`src/xbd_pkg.sv`:
```
// Package with constants and types for the peripheral-bus decode and buffer control block.
package xbd_pkg;

  // Fixed I/O port addresses decoded on the ISA address.
  localparam logic [15:0] XBD_PORT_CLK_ADDR = 16'h0070;  // Clock memory address port.
  localparam logic [15:0] XBD_PORT_CLK_DATA = 16'h0071;  // Clock data port.
  localparam logic [15:0] XBD_PORT_KBD_DATA = 16'h0060;  // Keyboard controller data port.
  localparam logic [15:0] XBD_PORT_KBD_CMD  = 16'h0064;  // Keyboard controller command port.
  localparam logic [15:0] XBD_PORT_MC_DATA  = 16'h0062;  // Microcontroller data port.
  localparam logic [15:0] XBD_PORT_MC_CMD   = 16'h0066;  // Microcontroller command port.

  // Address latch strobe length in SYSCLK periods.
  localparam int unsigned XBD_ALE_SYSCLKS = 2;
  localparam logic [1:0]  XBD_ALE_LEN     = 2'h2;

  // Values of the pins during and after reset.
  localparam logic XBD_RST_ALE  = 1'b0;  // Address latch strobe low.
  localparam logic XBD_RST_CSN  = 1'b1;  // Chip selects high.
  localparam logic XBD_RST_DIRN = 1'b1;  // Direction high.
  localparam logic XBD_RST_OEN  = 1'b1;  // Output enable high.

  // States of the address latch strobe sequencer.
  typedef enum logic [1:0] {
    XBD_ALE_IDLE = 2'b00,  // Waiting for a write to the address port.
    XBD_ALE_HIGH = 2'b01,  // Strobe driven, counting SYSCLKs.
    XBD_ALE_WAIT = 2'b10   // Strobe done, waiting for the write to end.
  } xbd_ale_state_t;

endpackage : xbd_pkg

```
`src/xbd_sync_if.sv`:
```
// Interface carrying the synchronised ISA strobes between the block's modules.
`timescale 1ns/1ps
interface xbd_sync_if;
  logic iow;      // Synchronised I/O write command, active high.
  logic ior;      // Synchronised I/O read command, active high.
  logic memr;     // Synchronised memory read command, active high.
  logic memw;     // Synchronised memory write command, active high.
  logic dack;     // Synchronised DMA acknowledge from the peripheral bus, active high.
  logic sysclk_rise;  // One-cycle pulse on each synchronised SYSCLK rising edge.
  logic iow_fall;     // One-cycle pulse when the write command starts.
  logic kbd_reset;    // Synchronised keyboard reset request, active high.
  modport producer (output iow, ior, memr, memw, dack, sysclk_rise, iow_fall, kbd_reset);
  modport consumer (input  iow, ior, memr, memw, dack, sysclk_rise, iow_fall, kbd_reset);
endinterface : xbd_sync_if
```
`src/xbd_decode.sv`:
```
// Peripheral-bus decode, clock latch strobe and transceiver control.
`timescale 1ns/1ps
module xbd_decode
  import xbd_pkg::*;
#(
  parameter int ADDR_W = 16  // Width of the decoded I/O address.
) (
  input  wire logic              clock,                 // System clock, 125 MHz.
  input  wire logic              rst,                   // Asynchronous reset, active high.
  input  wire logic [ADDR_W-1:0] isa_addr,              // ISA address, stable during commands.
  input  wire logic              iow_n,                 // ISA I/O write command, active low.
  input  wire logic              ior_n,                 // ISA I/O read command, active low.
  input  wire logic              memr_n,                // ISA memory read command, active low.
  input  wire logic              memw_n,                // ISA memory write command, active low.
  input  wire logic              dack_n,                // DMA acknowledge, peripheral read.
  input  wire logic              sysclk,                // ISA bus clock.
  input  wire logic              kbd_reset_request_in,  // Keyboard reset request, active low.
  input  wire logic              pci_master,            // Current cycle is PCI-master initiated.
  input  wire logic              rom_space_hit,         // Firmware ROM space decoded.
  input  wire logic              intc_space_hit,        // Interrupt controller space decoded.
  input  wire logic              rom_decode_en,         // Firmware ROM decode enabled.
  input  wire logic              kbd_decode_en,         // Keyboard buffer decode enabled; the select ignores it.
  input  wire logic              clk_decode_en,         // Clock buffer decode enabled; the select ignores it.
  input  wire logic              mc_decode_en,          // Microcontroller decode enabled.
  input  wire logic              prog0_hit,             // Programmable range 0 hit and enabled.
  input  wire logic              prog1_hit,             // Programmable range 1 hit and enabled.
  input  wire logic              ale_as_gpo,            // Latch strobe pin used as spare out.
  input  wire logic              ccs_as_gpo,            // Clock select pin used as spare out.
  input  wire logic              dir_as_gpo,            // Direction pin used as spare out.
  input  wire logic              oe_as_gpo,             // Output enable pin used as spare out.
  input  wire logic [3:0]        spare_value,           // Values for spare outputs 22 to 25.
  output logic                   cpu_init,              // Processor init, active high.
  output logic                   clock_addr_latch_strobe, // Clock address latch / spare 25.
  output logic                   clock_chip_select_n,   // Clock chip select / spare 24.
  output logic                   keyboard_ctrl_select_n, // Keyboard controller select.
  output logic                   micro_ctrl_select_n,   // Microcontroller select.
  output logic                   periph_buffer_direction_n, // Buffer direction / spare 22.
  output logic                   periph_buffer_oe_n     // Buffer output enable / spare 23.
);

  // Synchronised strobes from the pin synchronisers.
  // Every consumer reads these, never the raw command pins.
  xbd_sync_if sig ();

  // All ISA strobes arrive asynchronously and pass two flip-flops first.
  xbd_sync xbd_sync_i (
    .clock                (clock),
    .rst                  (rst),
    .iow_n                (iow_n),
    .ior_n                (ior_n),
    .memr_n               (memr_n),
    .memw_n               (memw_n),
    .dack_n               (dack_n),
    .sysclk               (sysclk),
    .kbd_reset_request_in (kbd_reset_request_in),
    .sig                  (sig)
  );

  // The address pins are asynchronous as well, so they pass two flip-flops.
  // Giving them the same latency as the commands keeps both aligned at the
  // decode; a skew between address bits can only show while it is changing.
  logic [ADDR_W-1:0] addr_meta;  // First address stage, read only by the second.
  logic [ADDR_W-1:0] addr_sync;  // Second address stage, read by the decode.

  // Address synchroniser registers; zero decodes no port.
  always_ff @(posedge clock or posedge rst) begin
    if (rst) begin
      addr_meta <= '0;
      addr_sync <= '0;
    end else begin
      addr_meta <= isa_addr;
      addr_sync <= addr_meta;
    end
  end

  // The address comes through its synchroniser, level with the commands.
  wire logic io_cmd    = sig.iow | sig.ior;                   // Any I/O command.
  wire logic mem_cmd   = sig.memr | sig.memw;                 // Any memory command.
  wire logic hit_70    = (addr_sync[15:0] == XBD_PORT_CLK_ADDR);
  wire logic hit_71    = (addr_sync[15:0] == XBD_PORT_CLK_DATA);
  wire logic hit_kbd   = (addr_sync[15:0] == XBD_PORT_KBD_DATA) |
                         (addr_sync[15:0] == XBD_PORT_KBD_CMD);
  wire logic hit_mc    = (addr_sync[15:0] == XBD_PORT_MC_DATA) |
                         (addr_sync[15:0] == XBD_PORT_MC_CMD);

  // Buffer control state, declared before the next-value logic reads it.
  logic periph_oe;  // Internal output enable state, active high.
  logic periph_dir; // Internal read direction state, active high.

  // Chip selects for the fixed peripherals.
  wire logic sel_clk   = io_cmd & hit_71;
  wire logic sel_kbd   = io_cmd & hit_kbd;
  wire logic sel_mc    = io_cmd & hit_mc;

  // A supported peripheral decoded with its decode enabled; others never open the buffer.
  wire logic io_periph  = (hit_kbd & kbd_decode_en) | (hit_71 & clk_decode_en) |
                          (hit_mc & mc_decode_en) | prog0_hit | prog1_hit;
  wire logic rom_en_hit = rom_space_hit & rom_decode_en;
  wire logic oe_decode  = (io_cmd & io_periph) | (mem_cmd & rom_en_hit);

  // PCI cycles release at the command rise; ISA-master cycles hold until the decode ends.
  wire logic oe_isa_hold = ~pci_master & (io_periph | rom_en_hit);
  wire logic next_oe     = oe_decode | (periph_oe & oe_isa_hold);

  // Direction: every I/O read, qualified memory reads, and DMA reads.
  wire logic mem_rd_hit  = rom_space_hit | (pci_master & intc_space_hit);
  wire logic next_dir    = sig.ior | (sig.memr & mem_rd_hit) | sig.dack;

  // Buffer control state; lowered outside reads and after the command or decode ends.
  // Registering the state adds no pin latency, as the pins take the next values; the output flops keep them glitch free.
  // The reset values close the buffer, matching the pin reset levels.
  always_ff @(posedge clock or posedge rst) begin
    if (rst) begin
      periph_oe  <= 1'b0;
      periph_dir <= 1'b0;
    end else begin
      periph_oe  <= next_oe;
      periph_dir <= next_dir;
    end
  end

  // Latch strobe sequencer counting sampled SYSCLK rises after the write falls.
  // Counting bus clock rises keeps the strobe tied to SYSCLK at any frequency, but
  // a write that falls between rises gives a strobe up to one period short.
  xbd_ale_state_t ale_state;       // Current sequencer state.
  xbd_ale_state_t next_ale_state;  // Next sequencer state.
  logic [1:0]     ale_count;       // SYSCLK rises seen while strobing.
  logic [1:0]     next_ale_count;  // Next count.

  wire logic ale_start = sig.iow_fall & hit_70;
  wire logic ale_done  = sig.sysclk_rise & (ale_count == XBD_ALE_LEN - 2'h1);

  // Next-state logic; a new write is only taken after the previous one has ended.
  // This ignores the port while the first write is still low, so one
  // command never produces two strobes.
  always_comb begin
    next_ale_state = ale_state;
    next_ale_count = ale_count;
    case (ale_state)
      XBD_ALE_IDLE: begin
        if (ale_start) begin
          next_ale_state = XBD_ALE_HIGH;
          next_ale_count = 2'h0;
        end
      end
      XBD_ALE_HIGH: begin
        if (ale_done) begin
          next_ale_state = XBD_ALE_WAIT;
        end else if (sig.sysclk_rise) begin
          next_ale_count = ale_count + 2'h1;
        end
      end
      XBD_ALE_WAIT: begin
        if (!sig.iow) begin
          next_ale_state = XBD_ALE_IDLE;
        end
      end
      default: begin
        next_ale_state = XBD_ALE_IDLE;
      end
    endcase
  end

  // Sequencer registers.
  always_ff @(posedge clock or posedge rst) begin
    if (rst) begin
      ale_state <= XBD_ALE_IDLE;
      ale_count <= 2'h0;
    end else begin
      ale_state <= next_ale_state;
      ale_count <= next_ale_count;
    end
  end

  // Pin values before registering; spare-output selection overrides each function.
  // The spare values bypass the decode entirely, so a pin in spare mode
  // ignores every command and still comes from a flip-flop.
  wire logic pin_ale  = ale_as_gpo ? spare_value[3] : (next_ale_state == XBD_ALE_HIGH);
  wire logic pin_ccs  = ccs_as_gpo ? spare_value[2] : ~sel_clk;
  wire logic pin_dir  = dir_as_gpo ? spare_value[0] : ~next_dir;
  wire logic pin_oe   = oe_as_gpo  ? spare_value[1] : ~next_oe;

  // Output flip-flops; reset levels are fixed pin values.
  // The selects and the buffer controls thus lag the synchronised
  // commands by one edge, three edges after the pins.
  always_ff @(posedge clock or posedge rst) begin
    if (rst) begin
      clock_addr_latch_strobe   <= XBD_RST_ALE;
      clock_chip_select_n       <= XBD_RST_CSN;
      keyboard_ctrl_select_n    <= XBD_RST_CSN;
      micro_ctrl_select_n       <= XBD_RST_CSN;
      periph_buffer_direction_n <= XBD_RST_DIRN;
      periph_buffer_oe_n        <= XBD_RST_OEN;
      cpu_init                  <= 1'b0;
    end else begin
      clock_addr_latch_strobe   <= pin_ale;
      clock_chip_select_n       <= pin_ccs;
      keyboard_ctrl_select_n    <= ~sel_kbd;
      micro_ctrl_select_n       <= ~sel_mc;
      periph_buffer_direction_n <= pin_dir;
      periph_buffer_oe_n        <= pin_oe;
      cpu_init                  <= sig.kbd_reset;
    end
  end

  // Checks on the pin behaviour. Each one looks one edge after its cause,
  // because every pin is registered; spare mode is excluded where the pin
  // no longer carries its function.
  ale_len_a: assert property (@(posedge clock) disable iff (rst)
    (ale_state == XBD_ALE_IDLE && ale_start && !ale_as_gpo) |=> clock_addr_latch_strobe)
    else $error("latch strobe did not rise after port write");
  ale_end_a: assert property (@(posedge clock) disable iff (rst)
    (ale_state == XBD_ALE_HIGH && ale_done && !ale_as_gpo) |=> !clock_addr_latch_strobe)
    else $error("latch strobe did not end after two bus clocks");
  clk_sel_a: assert property (@(posedge clock) disable iff (rst)
    (io_cmd && hit_71 && !ccs_as_gpo) |=> !clock_chip_select_n)
    else $error("clock select missing on port 71h");
  io_read_dir_a: assert property (@(posedge clock) disable iff (rst)
    (sig.ior && !dir_as_gpo) |=> !periph_buffer_direction_n)
    else $error("direction not low on I/O read");
  isa_intc_dir_a: assert property (@(posedge clock) disable iff (rst)
    (sig.memr && !pci_master && !rom_space_hit && !sig.ior && !sig.dack && !dir_as_gpo)
    |=> periph_buffer_direction_n)
    else $error("direction asserted for ISA non-ROM memory read");
  idle_dir_a: assert property (@(posedge clock) disable iff (rst)
    (!sig.ior && !sig.memr && !sig.dack && !dir_as_gpo) |=> periph_buffer_direction_n)
    else $error("direction low outside a read");
  oe_off_a: assert property (@(posedge clock) disable iff (rst)
    (!io_cmd && !mem_cmd && pci_master && !oe_as_gpo) |=> periph_buffer_oe_n)
    else $error("buffer enabled with no command in PCI cycle");
  kbd_sel_a: assert property (@(posedge clock) disable iff (rst)
    (io_cmd && hit_kbd) |=> !keyboard_ctrl_select_n)
    else $error("keyboard select missing");
  mc_sel_a: assert property (@(posedge clock) disable iff (rst)
    (io_cmd && hit_mc) |=> !micro_ctrl_select_n)
    else $error("microcontroller select missing");
  init_a: assert property (@(posedge clock) disable iff (rst)
    sig.kbd_reset |=> cpu_init)
    else $error("processor init not raised");

  ale_c:  cover property (@(posedge clock) disable iff (rst) ale_start);
  dma_c:  cover property (@(posedge clock) disable iff (rst) sig.dack ##1 !sig.dack);
  oe_c:   cover property (@(posedge clock) disable iff (rst) !periph_buffer_oe_n);
  init_c: cover property (@(posedge clock) disable iff (rst) cpu_init);
  spare_c: cover property (@(posedge clock) disable iff (rst) ale_as_gpo && dir_as_gpo);

  // Buffer enable checks. A peripheral whose decode is off, or no peripheral
  // at all, must never see the buffer open; an enabled one opens it one edge
  // after the synchronised command.
  oe_disabled_a: assert property (@(posedge clock) disable iff (rst)
    (!io_periph && !rom_en_hit && !oe_as_gpo) |=> periph_buffer_oe_n)
    else $error("buffer enabled for a disabled or absent peripheral");

  oe_open_a: assert property (@(posedge clock) disable iff (rst)
    (io_cmd && io_periph && !oe_as_gpo) |=> !periph_buffer_oe_n)
    else $error("buffer not enabled for a decoded peripheral");

  // An ISA master keeps the buffer open while its address still decodes, so
  // the enable must survive the end of the command in that case.
  oe_hold_a: assert property (@(posedge clock) disable iff (rst)
    (periph_oe && !pci_master && io_periph && !oe_as_gpo) |=> !periph_buffer_oe_n)
    else $error("buffer closed while the ISA address still decodes");

  // Direction for two of the read kinds not checked above: interrupt controller
  // space for PCI masters, and DMA reads from the peripheral side.
  pci_intc_dir_a: assert property (@(posedge clock) disable iff (rst)
    (sig.memr && pci_master && intc_space_hit && !dir_as_gpo) |=> !periph_buffer_direction_n)
    else $error("direction missing for PCI interrupt space read");

  dma_dir_a: assert property (@(posedge clock) disable iff (rst)
    (sig.dack && !dir_as_gpo) |=> !periph_buffer_direction_n)
    else $error("direction not low during DMA acknowledge");

  // Spare-output mode passes the chosen value through the output flop, so
  // the pin shows last cycle's value whatever the decode is doing.
  spare_ale_a: assert property (@(posedge clock) disable iff (rst)
    ale_as_gpo |=> (clock_addr_latch_strobe == $past(spare_value[3])))
    else $error("latch strobe pin does not follow its spare value");

  spare_dir_a: assert property (@(posedge clock) disable iff (rst)
    dir_as_gpo |=> (periph_buffer_direction_n == $past(spare_value[0])))
    else $error("direction pin does not follow its spare value");

endmodule : xbd_decode

```
`src/xbd_sync.sv`:
```
// Two-stage synchronisers for the ISA strobes and SYSCLK, with edge pulses.
`timescale 1ns/1ps
module xbd_sync
  import xbd_pkg::*;
(
  input  wire logic clock,           // System clock.
  input  wire logic rst,             // Asynchronous reset, active high.
  input  wire logic iow_n,           // ISA I/O write command, active low.
  input  wire logic ior_n,           // ISA I/O read command, active low.
  input  wire logic memr_n,          // ISA memory read command, active low.
  input  wire logic memw_n,          // ISA memory write command, active low.
  input  wire logic dack_n,          // DMA acknowledge for peripheral-bus reads, active low.
  input  wire logic sysclk,          // ISA SYSCLK, sampled as a level.
  input  wire logic kbd_reset_request_in, // Keyboard reset request, active low.
  xbd_sync_if.producer sig           // Synchronised strobes.
);

  // Raw pins gathered so that one generate loop synchronises them all.
  localparam int N = 7;
  wire logic [N-1:0] raw = {~kbd_reset_request_in, sysclk, ~dack_n, ~memw_n,
                            ~memr_n, ~ior_n, ~iow_n};
  logic [N-1:0] meta;  // First stage, read only by the second stage.
  logic [N-1:0] sync;  // Second stage, safe to use.
  logic [N-1:0] last;  // Previous value of the second stage for edges.

  // One synchroniser per pin; the inactive value is used at reset.
  genvar i;
  generate
    for (i = 0; i < N; i++) begin : g_sync
      always_ff @(posedge clock or posedge rst) begin
        if (rst) begin
          meta[i] <= 1'b0;
          sync[i] <= 1'b0;
          last[i] <= 1'b0;
        end else begin
          meta[i] <= raw[i];
          sync[i] <= meta[i];
          last[i] <= sync[i];
        end
      end
    end
  endgenerate

  assign sig.iow         = sync[0];
  assign sig.ior         = sync[1];
  assign sig.memr        = sync[2];
  assign sig.memw        = sync[3];
  assign sig.dack        = sync[4];
  assign sig.sysclk_rise = sync[5] & ~last[5];
  assign sig.iow_fall    = sync[0] & ~last[0];
  assign sig.kbd_reset   = sync[6];

endmodule : xbd_sync

```
`config.mk`:
```
export PLATFORM = sky130hd
export DESIGN_NAME = xbd_decode
export DESIGN_NICKNAME = d
export VERILOG_FILES = /design/src/xbd_pkg.sv /design/src/xbd_sync_if.sv /design/src/xbd_decode.sv /design/src/xbd_sync.sv
export SDC_FILE = /design/constraint.sdc
export NUM_CORES = 1
export LEC_CHECK = 0
export BUFFER_PORTS_ARGS = -buffer_cell sky130_fd_sc_hd__buf_4
export CAP_MARGIN = 15
export CORE_MARGIN = 10
export CORE_UTILIZATION = 49
export CTS_CLUSTER_SIZE = 10
export DETAILED_ROUTE_END_ITERATION = 10
export MAX_ROUTING_LAYER = met4
export PLACE_DENSITY = 0.87
export SLEW_MARGIN = 20
export SYNTH_ARGS = -nofsm -noshare
export SYNTH_HDL_FRONTEND = slang
export SYNTH_SLANG_ARGS = --single-unit
```
`constraint.sdc`:
```
create_clock -name clock -period 2.2 [get_ports clock]
set_input_delay 0.11 -clock clock [delete_from_list [all_inputs] [get_ports clock]]
set_output_delay 0.11 -clock clock [all_outputs]
set_load 0.03 [all_outputs]
```
==> flow_summary.ini <==
[synth]
synth_area_um2 = 1910
synth-main-ff-cell = dfrtp_1
synth_area_per_cell_um2 = 15.9
async_flop_share_pct = 100
seq_area_frac_synth_pct = 79.0
synth_cell_types = 30
syn_nets = 163
synth.most_common_cell = dfrtp_1
synth_compound_area_share_pct = 6.16
synthMuxAreaShare_pct = 0.787
yosys_warnings = 0
syn_inst = 120
yosys.area_share.xor_xnor_pct = 0
synth_top_family_by_area = simple AND/OR/NAND/NOR gates
synth_area_leaders = dfrtp_1 72%, dfstp_2 6.9%, inv_1 2.0%
ys_ff_latch = 60
yosysTopAreaCell = dfrtp_1
synth-simple-area-share_pct = 11.4
synth-edff-count = 0
synth_common_cells = 55 x dfrtp_1, 10 x inv_1, 7 x nor2_1
yosys.area.top_type_share_pct = 72.1
synth_fa_ha_area_share_pct = 0.656

[layout]
regArea_um2 = 1510
antennaDiodeCount = 0
syn_to_final_growth_pct = 47.5
fillers = 199
multiInputGateArea_um2 = 363
nets = 252
post_route_cells_drive_above_1_share_pct = 36.9

[timing]
rsz0062_at_grt = false
max_freq_ghz = 0.507
hold_viol = 0
worst_pin_slew_ns = 0.668
setup_tns_ns = 0
timing.final.crit_share_pct = 89.7
slew_violations = 0
finClkSkew_ns = 0.00555
finalSetupViolCount = 0
fin_crit_ns = 1.97
relSlewSlack_pct = 55.4

[critical_path]
crit_path_end_kind = register
required_ns = 2.45
criticalPathCategory = reg -> reg
rrSetupSlack_ns = 0.23
arrival_ns = 2.23
start_kind = register
crit_fanout = 2

[route]
ant_nets = 0
drt_iter0_markers = 84
routed_wl_um = 4300
drcViolationCount = 0
vias_per_cell = 4.78
first_pass_iters = 4
vias = 1253
wl_per_cell_um = 16.4

[global_route]
grt_pass1_vias = 1473
gr-total-overflow = 0
met1_usage_pct = 13.5
grt_use_met3_pct = 5.83
grt_first_pass_wirelength_um = 6970
grt.busiest_layer = met2
met2_usage_pct = 24.2
grt_antenna_before_repair = 0
grt_max_degree = 36
grtUsageTotal_pct = 14.7

[floorplanning]
fp-row-count = 22
dieHeight_um = 82.4
start_util_pct = 51.3
coreArea_um2 = 3720
die_w_um = 82.4
die_area_um2 = 6790
io_pins = 49

[pwr]
powerDensity_nw_per_um2 = 823
seqPwrFrac_pct = 51.1
p_sw_share_pct = 22.8
intPower_mw = 1.79
power_mw = 2.32
clock_power_share_pct = 41.0
p_comb_share_pct = 7.9
ir_worst_vdd_mv = 0.742
leakage_nw = 1.30
switchingPower_uw = 528

[outcome]
status = complete, no violations

[clocking]
clkTransAtPathRegs_ns = 0.07
clockBufferDepth = 2
post_cts_buffers = 0
clk_latency_ns = 0.33
numCtsBuffers = 9
cts-root-buf = clkbuf_8
tritoncts = yes
numClockSinks = 60
cts-htree-levels = 3

[hold_path]
hold_path_class = in -> reg

[place]
gp_congestion = 0.801
io_buffers = 48
place_hpwl_um = 2770

[job]
maxCapViolations = 0
## stage by stage
step	hold slack, ns	util, %	cell area, um2	setup slack, ns	cells
4_1_cts	0.00331	75.8	2820	0.261	262
2_1_floorplan	0.141	-	1910	0.614	120
5_1_grt	0.00659	75.8	2820	0.0437	262
3_5_place_dp	0.220	63.1	2340	0.749	218
3_3_place_gp	0.220	63.1	2340	0.847	218
6_report	0.0200	75.8	2820	0.227	262
## path summary, 6_finish.rpt
kind                                               from                             endpoint  cells past startpoint
worst min register to register  addr_meta[14]$_DFF_PP0_              addr_sync[14]$_DFF_PP0_                      0
min in group asynchronous                           rst               addr_sync[8]$_DFF_PP0_                      3
max in group asynchronous                           rst  periph_buffer_direction_n$_DFF_PP1_                      4
worst max register to register  addr_sync[10]$_DFF_PP0_        clock_chip_select_n$_DFF_PP1_                      5
worst min-delay path                         ale_as_gpo    clock_addr_latch_strobe$_DFF_PP0_                      2
worst max-delay path            addr_sync[10]$_DFF_PP0_        clock_chip_select_n$_DFF_PP1_                      5
## logic make-up after synthesis
group / Yosys count
flops: 60
simple gates: 35
compound gates: 13
buf+inv: 10
mux: 1
fa+ha+maj: 1
## cell usage in the layout, fill, tap and decap left out, drive strengths merged, types with 4 or more instances in the layout
| cell type | count |
|---|---|
| inv | 11 |
| nor4 | 4 |
| nor2 | 7 |
| dfrtp | 55 |
| buf | 50 |
| nand2 | 6 |
| clkbuf | 10 |
| dfstp | 5 |
| dlygate4sd3 | 28 |
| nor2b | 5 |
## what timing repair did
action                                  CTS  global route
endpoints found under the setup margin    0             0
hold endpoints to repair                 58             0
resized for setup                         0             0
hold buffers                             28             0
## power groups by stage
stage	Clock (mW)	Sequential [mW]	Combinational, mW
after detailed placement	0	1.20	0.140
after floorplan	0	1.21	0.0468
after CTS	0.962	1.18	0.181
after global placement	0	1.20	0.134
final	0.951	1.18	0.183
after global routing	1.02	1.19	0.199
## area by class of cell
type / count / area share (%)
Sequential cell: 60 / 53.6
Inverter: 10 / 1.33
Timing Repair Buffer: 78 / 23.3
Tap cell: 48 / 2.13
Clock inverter: 6 / 2.27
Multi-Input combinational cell: 50 / 12.9
Clock buffer: 10 / 4.53
## flip-flops by register name (all words and copies together) (netlist names), 2 cells and up
| register | count |
|---|---|
| addr_meta | 16 |
| xbd_sync_i.last | 2 |
| xbd_sync_i.meta | 7 |
| addr_sync | 16 |
| ale_state | 2 |
| ale_count | 2 |
## metal layers
layer  vias up  share of wire, %
li1        580                 -
met1       611                35
met2        45                55
met3        17               5.1
met4         0               4.6
met5         -                 0
## worst max-delay path: stages, from the launching register on
cell	delay, ns
dfrtp_1	0.39
nor4_1	0.35
nand4_1	0.21
nor4_1	0.32
a21oi_1	0.07
dlygate4sd3_1	0.57
Power figures use the tool's default switching activity.
